<file path="config.mk">
export PLATFORM = sky130hd
export DESIGN_NAME = radio_state_control_config
export DESIGN_NICKNAME = d
export VERILOG_FILES = /design/src/radio_cfg_pkg.sv /design/src/radio_ctl_if.sv /design/src/radio_state_control_config.sv /design/src/synth_cal_policy.sv /design/src/offset_loop_ctl.sv
export VERILOG_INCLUDE_DIRS = /design/src /design/src/src
export SDC_FILE = /design/constraint.sdc
export NUM_CORES = 1
export LEC_CHECK = 0
export CAP_MARGIN = 20
export CORE_UTILIZATION = 30
export CTS_CLUSTER_DIAMETER = 120
export DETAILED_ROUTE_END_ITERATION = 7
export DONT_BUFFER_PORTS = 1
export SETUP_SLACK_MARGIN = 0.02
export SYNTH_ARGS = -nofsm -noshare
export SYNTH_HDL_FRONTEND = slang
export SYNTH_HIERARCHICAL = 1
export SYNTH_SLANG_ARGS = --single-unit
</file>
<file path="constraint.sdc">
create_clock -name clk -period 3.1 [get_ports clk]
set_clock_uncertainty 0.1 [all_clocks]
set_input_delay 0.31 -clock clk [delete_from_list [all_inputs] [get_ports clk]]
set_output_delay 0.31 -clock clk [all_outputs]
set_load 0.005 [all_outputs]
</file>
<file path="src/radio_cfg_defines.svh">
// Register map, field positions, reset values and timing counts of the radio
// state control block. Assumes a byte-addressed 32-bit register bus.
`ifndef RADIO_CFG_DEFINES_SVH
`define RADIO_CFG_DEFINES_SVH

`define ADDR_W          18
// Register indexes; byte address is four times the index
`define EXIT_IDX        16'hdf13
`define CALCFG_IDX      16'hdf14
`define FOC_IDX         16'hdf15
`define STATUS_IDX      16'hdf3d
`define EXIT_ADDR       {`EXIT_IDX, 2'h0}
`define CALCFG_ADDR     {`CALCFG_IDX, 2'h0}
`define FOC_ADDR        {`FOC_IDX, 2'h0}
`define STATUS_ADDR     {`STATUS_IDX, 2'h0}

`define EXIT_RESET      8'h30
`define CALCFG_RESET    8'h04
`define FOC_RESET       8'h76
`define EXIT_WMASK      8'h3f
`define CALCFG_WMASK    8'h3f
`define FOC_WMASK       8'h7f

`define CCA_LSB         4
`define RXOFF_LSB       2
`define TXOFF_LSB       0
`define AUTOCAL_LSB     4
`define ATTEN_LSB       0
`define GATE_BIT        5
`define PREK_LSB        3
`define POSTK_BIT       2
`define LIMIT_LSB       0

`define CAL_NEVER       2'h0
`define CAL_ON_EXIT     2'h1
`define CAL_ON_RETURN   2'h2
`define CAL_EVERY_4TH   2'h3

`define RESP_OKAY       2'h0
`define RESP_SLVERR     2'h2

`define CLK_PERIOD_NS   50
`define CAL_TIME_NS     800
`define CAL_CYCLES      ((`CAL_TIME_NS + `CLK_PERIOD_NS - 1) / `CLK_PERIOD_NS)

`endif

</file>
<file path="src/radio_cfg_pkg.sv">
// Types of the radio state control block.
// Assumes radio_cfg_defines.svh for all numeric constants.
package radio_cfg_pkg;
	typedef enum logic [4:0] {
		ST_IDLE   = 5'h01,
		ST_RX     = 5'h02,
		ST_TX     = 5'h04,
		ST_SYNTH_ON_READY_TX = 5'h08,
		ST_CAL    = 5'h10
	} radio_state_t;

	typedef struct packed {
		logic [7:0]   exit_cfg;
		logic [7:0]   cal_cfg;
		logic [7:0]   foc_cfg;
		logic         aw_rdy;
		logic         w_rdy;
		logic         b_vld;
		logic [1:0]   b_resp;
		logic [17:0]  aw_addr;
		logic [31:0]  w_data;
		logic [3:0]   w_strb;
		logic         ar_rdy;
		logic         r_vld;
		logic [1:0]   r_resp;
		logic [31:0]  r_data;
		radio_state_t state;
		radio_state_t target;
		logic [4:0]   cal_cnt;
		logic         calibrating;
		logic         preamble;
		logic         cca;
		logic [4:0]   atten;
	} top_state_t;

	typedef struct packed {
		logic [1:0] returns;
		logic       on_exit;
		logic       on_return;
	} cal_state_t;

	typedef struct packed {
		logic       seen;
		logic       frozen;
		logic [3:0] gain;
		logic       enable;
		logic [1:0] shift;
	} foc_state_t;
endpackage

</file>
<file path="src/radio_ctl_if.sv">
// Signals between the radio control top and its two helper units.
// Assumes all three sit on one clock.
`timescale 1ns/100ps
interface radio_ctl_if;
	logic [1:0] policy;
	logic       auto_return;
	logic       on_exit;
	logic       on_return;
	logic [1:0] returns;
	logic [7:0] foc_cfg;
	logic       rx_active;
	logic       carrier;
	logic       sync;
	logic       frozen;
	logic       enable;
	logic [3:0] gain;
	logic [1:0] shift;

	modport cal  (input policy, auto_return, output on_exit, on_return, returns);
	modport foc  (input foc_cfg, rx_active, carrier, sync, output frozen, enable, gain, shift);
	modport ctrl (output policy, auto_return, foc_cfg, rx_active, carrier, sync,
		input on_exit, on_return, returns, frozen, enable, gain, shift);
endinterface // radio_ctl_if

</file>
<file path="src/radio_state_control_config.sv">
// Radio main control state machine with its configuration registers,
// reached over AXI4-Lite. Assumes all radio inputs come from logic on clk.
`timescale 1ns/100ps
`include "radio_cfg_defines.svh"
module radio_state_control_config (
	input  wire logic                   clk,
	input  wire logic                   rst,
	input  wire logic [`ADDR_W-1:0]     s_axi_awaddr,
	input  wire logic                   s_axi_awvalid,
	output logic                        s_axi_awready,
	input  wire logic [31:0]            s_axi_wdata,
	input  wire logic [3:0]             s_axi_wstrb,
	input  wire logic                   s_axi_wvalid,
	output logic                        s_axi_wready,
	output logic [1:0]                  s_axi_bresp,
	output logic                        s_axi_bvalid,
	input  wire logic                   s_axi_bready,
	input  wire logic [`ADDR_W-1:0]     s_axi_araddr,
	input  wire logic                   s_axi_arvalid,
	output logic                        s_axi_arready,
	output logic [31:0]                 s_axi_rdata,
	output logic [1:0]                  s_axi_rresp,
	output logic                        s_axi_rvalid,
	input  wire logic                   s_axi_rready,
	input  wire logic                   strobe_rx,
	input  wire logic                   strobe_tx,
	input  wire logic                   strobe_synth_on_ready_tx,
	input  wire logic                   strobe_idle,
	input  wire logic                   calibrate_strobe,
	input  wire logic                   rx_packet_done,
	input  wire logic                   tx_packet_done,
	input  wire logic                   rssi_below_threshold,
	input  wire logic                   packet_receiving,
	input  wire logic                   carrier_detected,
	input  wire logic                   sync_detected,
	output radio_cfg_pkg::radio_state_t radio_state,
	output logic                        synth_calibrating,
	output logic                        preamble_restart,
	output logic                        clear_channel,
	output logic [4:0]                  rx_atten_db,
	output logic                        loops_frozen,
	output logic [3:0]                  offset_gain_half_k,
	output logic                        offset_comp_enable,
	output logic [1:0]                  offset_limit_shift
);
	radio_cfg_pkg::top_state_t   q;
	radio_cfg_pkg::top_state_t   d;
	radio_cfg_pkg::radio_state_t go_state;
	logic                        go_req;
	logic                        ret_req;

	radio_ctl_if ctl ();

	synth_cal_policy u_cal (
		.clk (clk),
		.rst (rst),
		.ctl (ctl.cal)
	);

	offset_loop_ctl u_foc (
		.clk (clk),
		.rst (rst),
		.ctl (ctl.foc)
	);

	// Configuration fed to the helper units straight from the registers
	assign ctl.policy    = q.cal_cfg[`AUTOCAL_LSB +: 2];
	assign ctl.foc_cfg   = q.foc_cfg;
	assign ctl.rx_active = (q.state == radio_cfg_pkg::ST_RX);
	assign ctl.carrier   = carrier_detected;
	assign ctl.sync      = sync_detected;

	// Whole next state: bus slave, then radio state machine, then outputs
	always_comb begin
		d               = q;
		go_state        = radio_cfg_pkg::ST_IDLE;
		go_req          = 1'b0;
		ret_req         = 1'b0;
		ctl.auto_return = 1'b0;

		// Write address and data are taken in either order
		if (s_axi_awvalid && q.aw_rdy) begin
			d.aw_rdy  = 1'b0;
			d.aw_addr = s_axi_awaddr;
		end
		if (s_axi_wvalid && q.w_rdy) begin
			d.w_rdy  = 1'b0;
			d.w_data = s_axi_wdata;
			d.w_strb = s_axi_wstrb;
		end

		// Both halves held: commit one cycle later and answer
		if (!q.aw_rdy && !q.w_rdy && !q.b_vld) begin
			d.b_vld  = 1'b1;
			d.b_resp = `RESP_OKAY;
			unique case (q.aw_addr)
				`EXIT_ADDR: begin
					if (q.w_strb[0]) begin
						d.exit_cfg = q.w_data[7:0] & `EXIT_WMASK;
					end
				end
				`CALCFG_ADDR: begin
					if (q.w_strb[0]) begin
						d.cal_cfg = q.w_data[7:0] & `CALCFG_WMASK;
					end
				end
				// Bit six is stored as written; software keeps it at zero
				`FOC_ADDR: begin
					if (q.w_strb[0]) begin
						d.foc_cfg = q.w_data[7:0] & `FOC_WMASK;
					end
				end
				`STATUS_ADDR: begin
					d.b_resp = `RESP_OKAY; // Read-only, write ignored
				end
				default: begin
					d.b_resp = `RESP_SLVERR;
				end
			endcase
		end
		if (q.b_vld && s_axi_bready) begin
			d.b_vld  = 1'b0;
			d.aw_rdy = 1'b1;
			d.w_rdy  = 1'b1;
		end

		// Reads answer at the edge that takes the address
		if (s_axi_arvalid && q.ar_rdy) begin
			d.ar_rdy = 1'b0;
			d.r_vld  = 1'b1;
			d.r_resp = `RESP_OKAY;
			d.r_data = 32'h0000_0000;
			unique case (s_axi_araddr)
				`EXIT_ADDR:   d.r_data[7:0] = q.exit_cfg;
				`CALCFG_ADDR: d.r_data[7:0] = q.cal_cfg;
				`FOC_ADDR:    d.r_data[7:0] = q.foc_cfg;
				`STATUS_ADDR: d.r_data[7:0] = {q.cca, ctl.returns, q.state};
				default:      d.r_resp      = `RESP_SLVERR;
			endcase
		end
		if (q.r_vld && s_axi_rready) begin
			d.r_vld  = 1'b0;
			d.ar_rdy = 1'b1;
		end

		// Radio main state machine; strobes are one-cycle pulses
		d.preamble = 1'b0;
		unique case (q.state)
			radio_cfg_pkg::ST_IDLE: begin
				if (calibrate_strobe) begin
					d.state   = radio_cfg_pkg::ST_CAL;
					d.target  = radio_cfg_pkg::ST_IDLE;
					d.cal_cnt = 5'h00;
				end else if (strobe_rx) begin
					go_req   = 1'b1;
					go_state = radio_cfg_pkg::ST_RX;
				end else if (strobe_tx) begin
					go_req   = 1'b1;
					go_state = radio_cfg_pkg::ST_TX;
				end else if (strobe_synth_on_ready_tx) begin
					go_req   = 1'b1;
					go_state = radio_cfg_pkg::ST_SYNTH_ON_READY_TX;
				end
			end
			radio_cfg_pkg::ST_RX: begin
				if (strobe_idle) begin
					d.state = radio_cfg_pkg::ST_IDLE; // Manual, never calibrates
				end else if (rx_packet_done) begin
					unique case (q.exit_cfg[`RXOFF_LSB +: 2])
						2'h0: ret_req = 1'b1;
						2'h1: d.state = radio_cfg_pkg::ST_SYNTH_ON_READY_TX;
						2'h2: d.state = radio_cfg_pkg::ST_TX;
						2'h3: d.state = radio_cfg_pkg::ST_RX;
					endcase
				end
			end
			radio_cfg_pkg::ST_TX: begin
				if (strobe_idle) begin
					d.state = radio_cfg_pkg::ST_IDLE;
				end else if (tx_packet_done) begin
					unique case (q.exit_cfg[`TXOFF_LSB +: 2])
						2'h0: ret_req = 1'b1;
						2'h1: d.state = radio_cfg_pkg::ST_SYNTH_ON_READY_TX;
						2'h2: d.preamble = 1'b1;
						2'h3: d.state = radio_cfg_pkg::ST_RX;
					endcase
				end
			end
			radio_cfg_pkg::ST_SYNTH_ON_READY_TX: begin
				if (strobe_idle) begin
					d.state = radio_cfg_pkg::ST_IDLE;
				end else if (strobe_tx) begin
					d.state = radio_cfg_pkg::ST_TX;
				end else if (strobe_rx) begin
					d.state = radio_cfg_pkg::ST_RX;
				end
			end
			radio_cfg_pkg::ST_CAL: begin
				// Fixed calibration time, then on to the saved target
				if (q.cal_cnt == 5'(`CAL_CYCLES - 1)) begin
					d.state = q.target;
				end else begin
					d.cal_cnt = q.cal_cnt + 5'h01;
				end
			end
			default: begin
				d.state = radio_cfg_pkg::ST_IDLE; // Recover from a broken code
			end
		endcase

		if (go_req) begin
			if (ctl.on_exit) begin
				d.state   = radio_cfg_pkg::ST_CAL;
				d.target  = go_state;
				d.cal_cnt = 5'h00;
			end else begin
				d.state = go_state;
			end
		end

		if (ret_req) begin
			ctl.auto_return = 1'b1;
			if (ctl.on_return) begin
				d.state   = radio_cfg_pkg::ST_CAL;
				d.target  = radio_cfg_pkg::ST_IDLE;
				d.cal_cnt = 5'h00;
			end else begin
				d.state = radio_cfg_pkg::ST_IDLE;
			end
		end

		d.calibrating = (d.state == radio_cfg_pkg::ST_CAL);

		unique case (q.exit_cfg[`CCA_LSB +: 2])
			2'h0: d.cca = 1'b1;
			2'h1: d.cca = rssi_below_threshold;
			2'h2: d.cca = !packet_receiving;
			2'h3: d.cca = rssi_below_threshold && !packet_receiving;
		endcase

		unique case (q.cal_cfg[`ATTEN_LSB +: 2])
			2'h0: d.atten = 5'h00;
			2'h1: d.atten = 5'h06;
			2'h2: d.atten = 5'h0c;
			2'h3: d.atten = 5'h12;
		endcase
	end

	// Single state register; every field has a constant reset value
	always_ff @(posedge clk or posedge rst) begin
		if (rst) begin
			q             <= '0;
			q.exit_cfg    <= `EXIT_RESET;
			q.cal_cfg     <= `CALCFG_RESET;
			q.foc_cfg     <= `FOC_RESET;
			q.aw_rdy      <= 1'b1;
			q.w_rdy       <= 1'b1;
			q.ar_rdy      <= 1'b1;
			q.state       <= radio_cfg_pkg::ST_IDLE;
			q.target      <= radio_cfg_pkg::ST_IDLE;
			q.cca         <= 1'b1;
		end else begin
			q <= d;
		end
	end

	// All outputs are flip-flop fields
	assign s_axi_awready      = q.aw_rdy;
	assign s_axi_wready       = q.w_rdy;
	assign s_axi_bvalid       = q.b_vld;
	assign s_axi_bresp        = q.b_resp;
	assign s_axi_arready      = q.ar_rdy;
	assign s_axi_rvalid       = q.r_vld;
	assign s_axi_rresp        = q.r_resp;
	assign s_axi_rdata        = q.r_data;
	assign radio_state        = q.state;
	assign synth_calibrating  = q.calibrating;
	assign preamble_restart   = q.preamble;
	assign clear_channel      = q.cca;
	assign rx_atten_db        = q.atten;
	assign loops_frozen       = ctl.frozen;
	assign offset_gain_half_k = ctl.gain;
	assign offset_comp_enable = ctl.enable;
	assign offset_limit_shift = ctl.shift;
endmodule // radio_state_control_config

</file>
<file path="src/synth_cal_policy.sv">
// Decides when the synthesizer calibrates automatically.
// Assumes auto_return is a one-cycle pulse per automatic return to idle.
`timescale 1ns/100ps
`include "radio_cfg_defines.svh"
module synth_cal_policy (
	input wire logic clk,
	input wire logic rst,
	radio_ctl_if.cal ctl
);
	radio_cfg_pkg::cal_state_t q;
	radio_cfg_pkg::cal_state_t d;

	// Flags are precomputed so the main state machine never waits on them
	always_comb begin
		d = q;
		if (ctl.auto_return) begin
			d.returns = q.returns + 2'h1;
		end
		d.on_exit   = (ctl.policy == `CAL_ON_EXIT);
		d.on_return = (ctl.policy == `CAL_ON_RETURN) ||
			((ctl.policy == `CAL_EVERY_4TH) && (d.returns == 2'h3));
	end

	always_ff @(posedge clk or posedge rst) begin
		if (rst) begin
			q <= '0;
		end else begin
			q <= d;
		end
	end

	assign ctl.on_exit   = q.on_exit;
	assign ctl.on_return = q.on_return;
	assign ctl.returns   = q.returns;
endmodule // synth_cal_policy

</file>
<file path="src/offset_loop_ctl.sv">
// Gain, limit and freeze control of the frequency offset loop.
// Assumes carrier and sync are levels from the demodulator on this clock.
`timescale 1ns/100ps
`include "radio_cfg_defines.svh"
module offset_loop_ctl (
	input wire logic clk,
	input wire logic rst,
	radio_ctl_if.foc ctl
);
	radio_cfg_pkg::foc_state_t q;
	radio_cfg_pkg::foc_state_t d;
	logic [3:0]                pre_gain;

	// Gain is given in units of K/2 so that K/2 stays an integer
	always_comb begin
		d = q;
		pre_gain = {1'b0, ctl.foc_cfg[`PREK_LSB +: 2], 1'b0} + 4'h2;
		d.seen   = ctl.rx_active && (q.seen || ctl.carrier);
		d.frozen = ctl.foc_cfg[`GATE_BIT] && !d.seen;
		d.gain = pre_gain;
		if (ctl.sync && ctl.foc_cfg[`POSTK_BIT]) begin
			d.gain = 4'h1;
		end
		d.enable = (ctl.foc_cfg[`LIMIT_LSB +: 2] != 2'h0);
		unique case (ctl.foc_cfg[`LIMIT_LSB +: 2])
			2'h1:    d.shift = 2'h3;
			2'h2:    d.shift = 2'h2;
			2'h3:    d.shift = 2'h1;
			default: d.shift = 2'h0;
		endcase
	end

	always_ff @(posedge clk or posedge rst) begin
		if (rst) begin
			q <= '0;
		end else begin
			q <= d;
		end
	end

	assign ctl.frozen = q.frozen;
	assign ctl.enable = q.enable;
	assign ctl.gain   = q.gain;
	assign ctl.shift  = q.shift;
endmodule // offset_loop_ctl

</file>
==> flow_metrics.env <==
export IMPL_port_buffers=0
export IMPL_hpwl_um=8480
export IMPL_wl_per_cell_um=16.4
export IMPL_row_count=47
export IMPL_ys_flop_type="dfrtp_1"
export IMPL_cpMaxStageDelayCell="dfrtp_1"
export IMPL_grt_overflow=0
export IMPL_crit_path_end_kind="flop"
export IMPL_regToRegSetupSlack_ns=0.85
export IMPL_fin_ws_ns=0.850
export IMPL_setup_tns_final_ns=0
export IMPL_start_util_pct=30.7
export IMPL_via_count=3251
export IMPL_final_cell_mix="dfrtp_1, inv_1, conb_1, mux2_2, nand2_1"
export IMPL_startpoint="radio_state[1]"
export IMPL_worstHoldPathCells=1
export IMPL_critical_path_cell_chain="or3_1 > nor3_2 > a221oi_1 > a211oi_2 > nor4_2"
export IMPL_grt_pass1_vias=3318
export IMPL_io_pins=152
export IMPL_drc=0
export IMPL_clk_pin_slew_worst_paths_ns=0.07
export IMPL_first_pass_iters=4
export IMPL_critPathMaxStageDelay_ns=0.62
export IMPL_outcome="finished clean"
export IMPL_synth_edf_count=0
export IMPL_critical_path_arrival_ns=2.37
export IMPL_r2r_start="radio_state[1]"
export IMPL_coreArea_um2=16500
export IMPL_ff2ff_path_depth=5
export IMPL_synth_seq_cells=95
export IMPL_min_from="s_axi_wdata[3]"
export IMPL_synth_avg_cell_area_um2=11.3
export IMPL_area_growth_pct=8.92
export IMPL_synthesis_area_um2=5080
export IMPL_setup_viol=0
export IMPL_drt_initial_drc_count=139
export IMPL_die_h_um=132
export IMPL_rsz0062_at_grt="false"
export IMPL_antenna_cells=0
export IMPL_min_to="q[66]"
export IMPL_power_leakage_nw=2.48
export IMPL_cp_required_ns=3.22
export IMPL_drive_gt1_share_pct=20.0
export IMPL_ctsLongestPathBuffers=2
export IMPL_yosysWarnings=6
export IMPL_cts_root_buffer="clkbuf_16"
export IMPL_clk_latency_ns=0.34
export IMPL_fill_cells=1661
export IMPL_fin_crit_sh_pct=72.6
export IMPL_intPower_mw=2.57
export IMPL_grt_first_pass_wirelength_um=17700
export IMPL_start_kind="flop"
export IMPL_die_x_um=132
export IMPL_cts_tree="yes"
export IMPL_clock_sinks=95
export IMPL_ir_drop_mv=0.326
export IMPL_path_class="flop to flop"
export IMPL_fin_crit_ns=2.25
export IMPL_critPathMaxFanout=15
export IMPL_dpl_worst_slack_ns=0.842
export IMPL_layout_commonest_cell="dfrtp_1"
export IMPL_async_reset_ff_share_pct=100
export IMPL_drt_total_wl_um=11100
export IMPL_clock_power_share_pct=27.6
export IMPL_antenna_found_initial=0
export IMPL_gp_congestion=0.836
export IMPL_grt_max_degree=61
export IMPL_clock_fmax_mhz=444
export IMPL_power_density_nw_per_um2=687
export IMPL_p_switching_mw=1.23
export IMPL_pwr_share_seq_pct=48.0
export IMPL_die_area_um2=17400
export IMPL_drv_cap=0
export IMPL_hold_viol=0
export IMPL_nets=550
export IMPL_synth_distinct_cells=76
export IMPL_grt_usage_pct=13.2
export IMPL_r2r_end="synth_calibrating"
export IMPL_post_cts_resized=0
export IMPL_ys_seq_area_share_pct=47.2
export IMPL_ant_nets=0
export IMPL_htreeDepth=3
export IMPL_vias_per_cell=4.82
export IMPL_crit_buf_inv=0
export IMPL_tightest_slew_ns=0.719
export IMPL_syn_inst=451
export IMPL_hp_class="input port to flop"
export IMPL_sw_frac_of_total_pct=32.4
export IMPL_drv_slew=0
export IMPL_critical_path_top_delay_family="simple AND/OR/NAND/NOR gates"
export IMPL_pwr_share_comb_pct=24.4
export IMPL_cts_buffers_inserted=9
export IMPL_relSlewSlack_pct=52.0
## power by group through the flow
stage / Sequential (mW) / Clock (mW) / Combinational, mW
3_3_place_gp: 1.82 / 0 / 0.875
2_1_floorplan: 1.68 / 0 / 0.934
3_5_place_dp: 1.84 / 0 / 0.897
4_1_cts: 1.82 / 1.09 / 0.925
5_1_grt: 1.86 / 1.14 / 1.03
6_report: 1.82 / 1.05 / 0.928
## cell type report
cell class | count | area [µm²] | area share, %
well taps | 220 | 275 | 4.98
flip-flops and latches | 95 | 2390 | 43.3
multi-input cells | 293 | 2230 | 40.3
inverters | 28 | 106 | 1.92
clock inverters | 4 | 27.5 | 0.498
repair buffers | 23 | 240 | 4.34
clock buffers | 12 | 256 | 4.64
## per-stage QoR
step | total power [mW] | std cells | hold slack [ns] | utilization [%] | instance area [µm²]
CTS | 3.84 | 671 | 0.000251 | 33.1 | 5470
global route | 4.03 | 675 | 0.0000444 | 33.5 | 5530
detailed placement | 2.74 | 639 | -0.00747 | 30.4 | 5030
finish | 3.80 | 675 | 0.0169 | 33.5 | 5530
floorplan | 2.61 | 477 | -0.0239 | - | 5170
global placement | 2.70 | 639 | -0.0128 | 30.4 | 5030
## synth_stat cells (2+ instances only)
| cell | instances | area share, % |
|---|---|---|
| xor2_1 | 3 | 0.52 |
| or2_2 | 2 | 0.25 |
| and2_1 | 2 | 0.25 |
| a22o_1 | 8 | 1.4 |
| a21oi_1 | 9 | 0.89 |
| or3_1 | 3 | 0.37 |
| nor2_8 | 2 | 0.79 |
| buf_6 | 3 | 0.67 |
| nor3_1 | 5 | 0.49 |
| nor2b_1 | 9 | 1.1 |
| clkbuf_1 | 2 | 0.15 |
| buf_4 | 52 | 7.7 |
| o21ai_0 | 12 | 1.2 |
| nand2_1 | 24 | 1.8 |
| buf_2 | 4 | 0.39 |
| nor3_4 | 2 | 0.64 |
| and3b_1 | 2 | 0.35 |
| a31oi_1 | 4 | 0.49 |
| ha_1 | 10 | 2.5 |
| nor4_1 | 3 | 0.37 |
| o21ai_1 | 2 | 0.20 |
| dfrtp_1 | 81 | 40 |
| nand2b_1 | 6 | 0.74 |
| nor2_1 | 21 | 1.6 |
| a21o_1 | 2 | 0.30 |
| nand4_1 | 11 | 1.4 |
| nand3b_4 | 2 | 0.79 |
| o32ai_1 | 2 | 0.35 |
| nor4_2 | 4 | 0.99 |
| mux2_2 | 26 | 5.8 |
| nand4b_1 | 2 | 0.35 |
| a21boi_1 | 2 | 0.30 |
| nor3_2 | 2 | 0.39 |
| o211ai_1 | 2 | 0.30 |
| and4_1 | 2 | 0.35 |
| nand3_1 | 18 | 1.8 |
| inv_1 | 28 | 2.1 |
| mux2_1 | 17 | 3.8 |
| dfstp_2 | 14 | 7.2 |
| a311oi_2 | 2 | 0.59 |
| o21a_1 | 2 | 0.30 |
| o2111ai_1 | 7 | 1.2 |
| o2bb2ai_1 | 2 | 0.35 |
## what timing repair did
item                       in CTS  in global routing
setup endpoints to repair       0                  0
hold endpoints to repair       25                 21
hold buffers                   16                  3
setup buffers                   0                  0
## layer usage
layer  wire length [µm]  track usage [%]
met5                  0                0
met4                292             5.75
met3                893             4.73
met2               5440             22.2
met1               4430             15.2
## cell families after synthesis
group,share of synthesized area (%)
AO/OA/AOI/OAI,10.5
buffers and inverters,11.0
other,0.0739
XOR/XNOR,0.690
multiplexers,9.74
flip-flops,47.2
adder cells (fa/ha/maj),2.46
AND/OR/NAND/NOR,18.4
## flip-flops by register name, summed over array words and instances, names as in the netlist, 2 cells and up
name               flops
q                     46
s_axi_rdata            8
ctl.foc_cfg            7
radio_state            5
rx_atten_db            4
u_foc/ctl.gain         4
ctl.policy             2
u_cal/ctl.returns      2
u_foc/ctl.shift        2
## worst register-to-register path, cell delays in order (launching register included)
cell and delay (ns):
dfrtp_1 0.62, or3_1 0.52, nor3_2 0.33, a221oi_1 0.17, a211oi_2 0.31, nor4_2 0.09
## how the worst max path moves through the flow
stage                     cells after the start  slack [ns]                end
after floorplan                               1        0.60     ctl.foc_cfg[0]
after global placement                        5        0.90  synth_calibrating
after detailed placement                      5        0.84  synth_calibrating
after CTS                                     5        0.83  synth_calibrating
after global routing                          5        0.72              q[17]
final                                         5        0.85  synth_calibrating
Note: power is estimated with default switching activity, not from simulation.
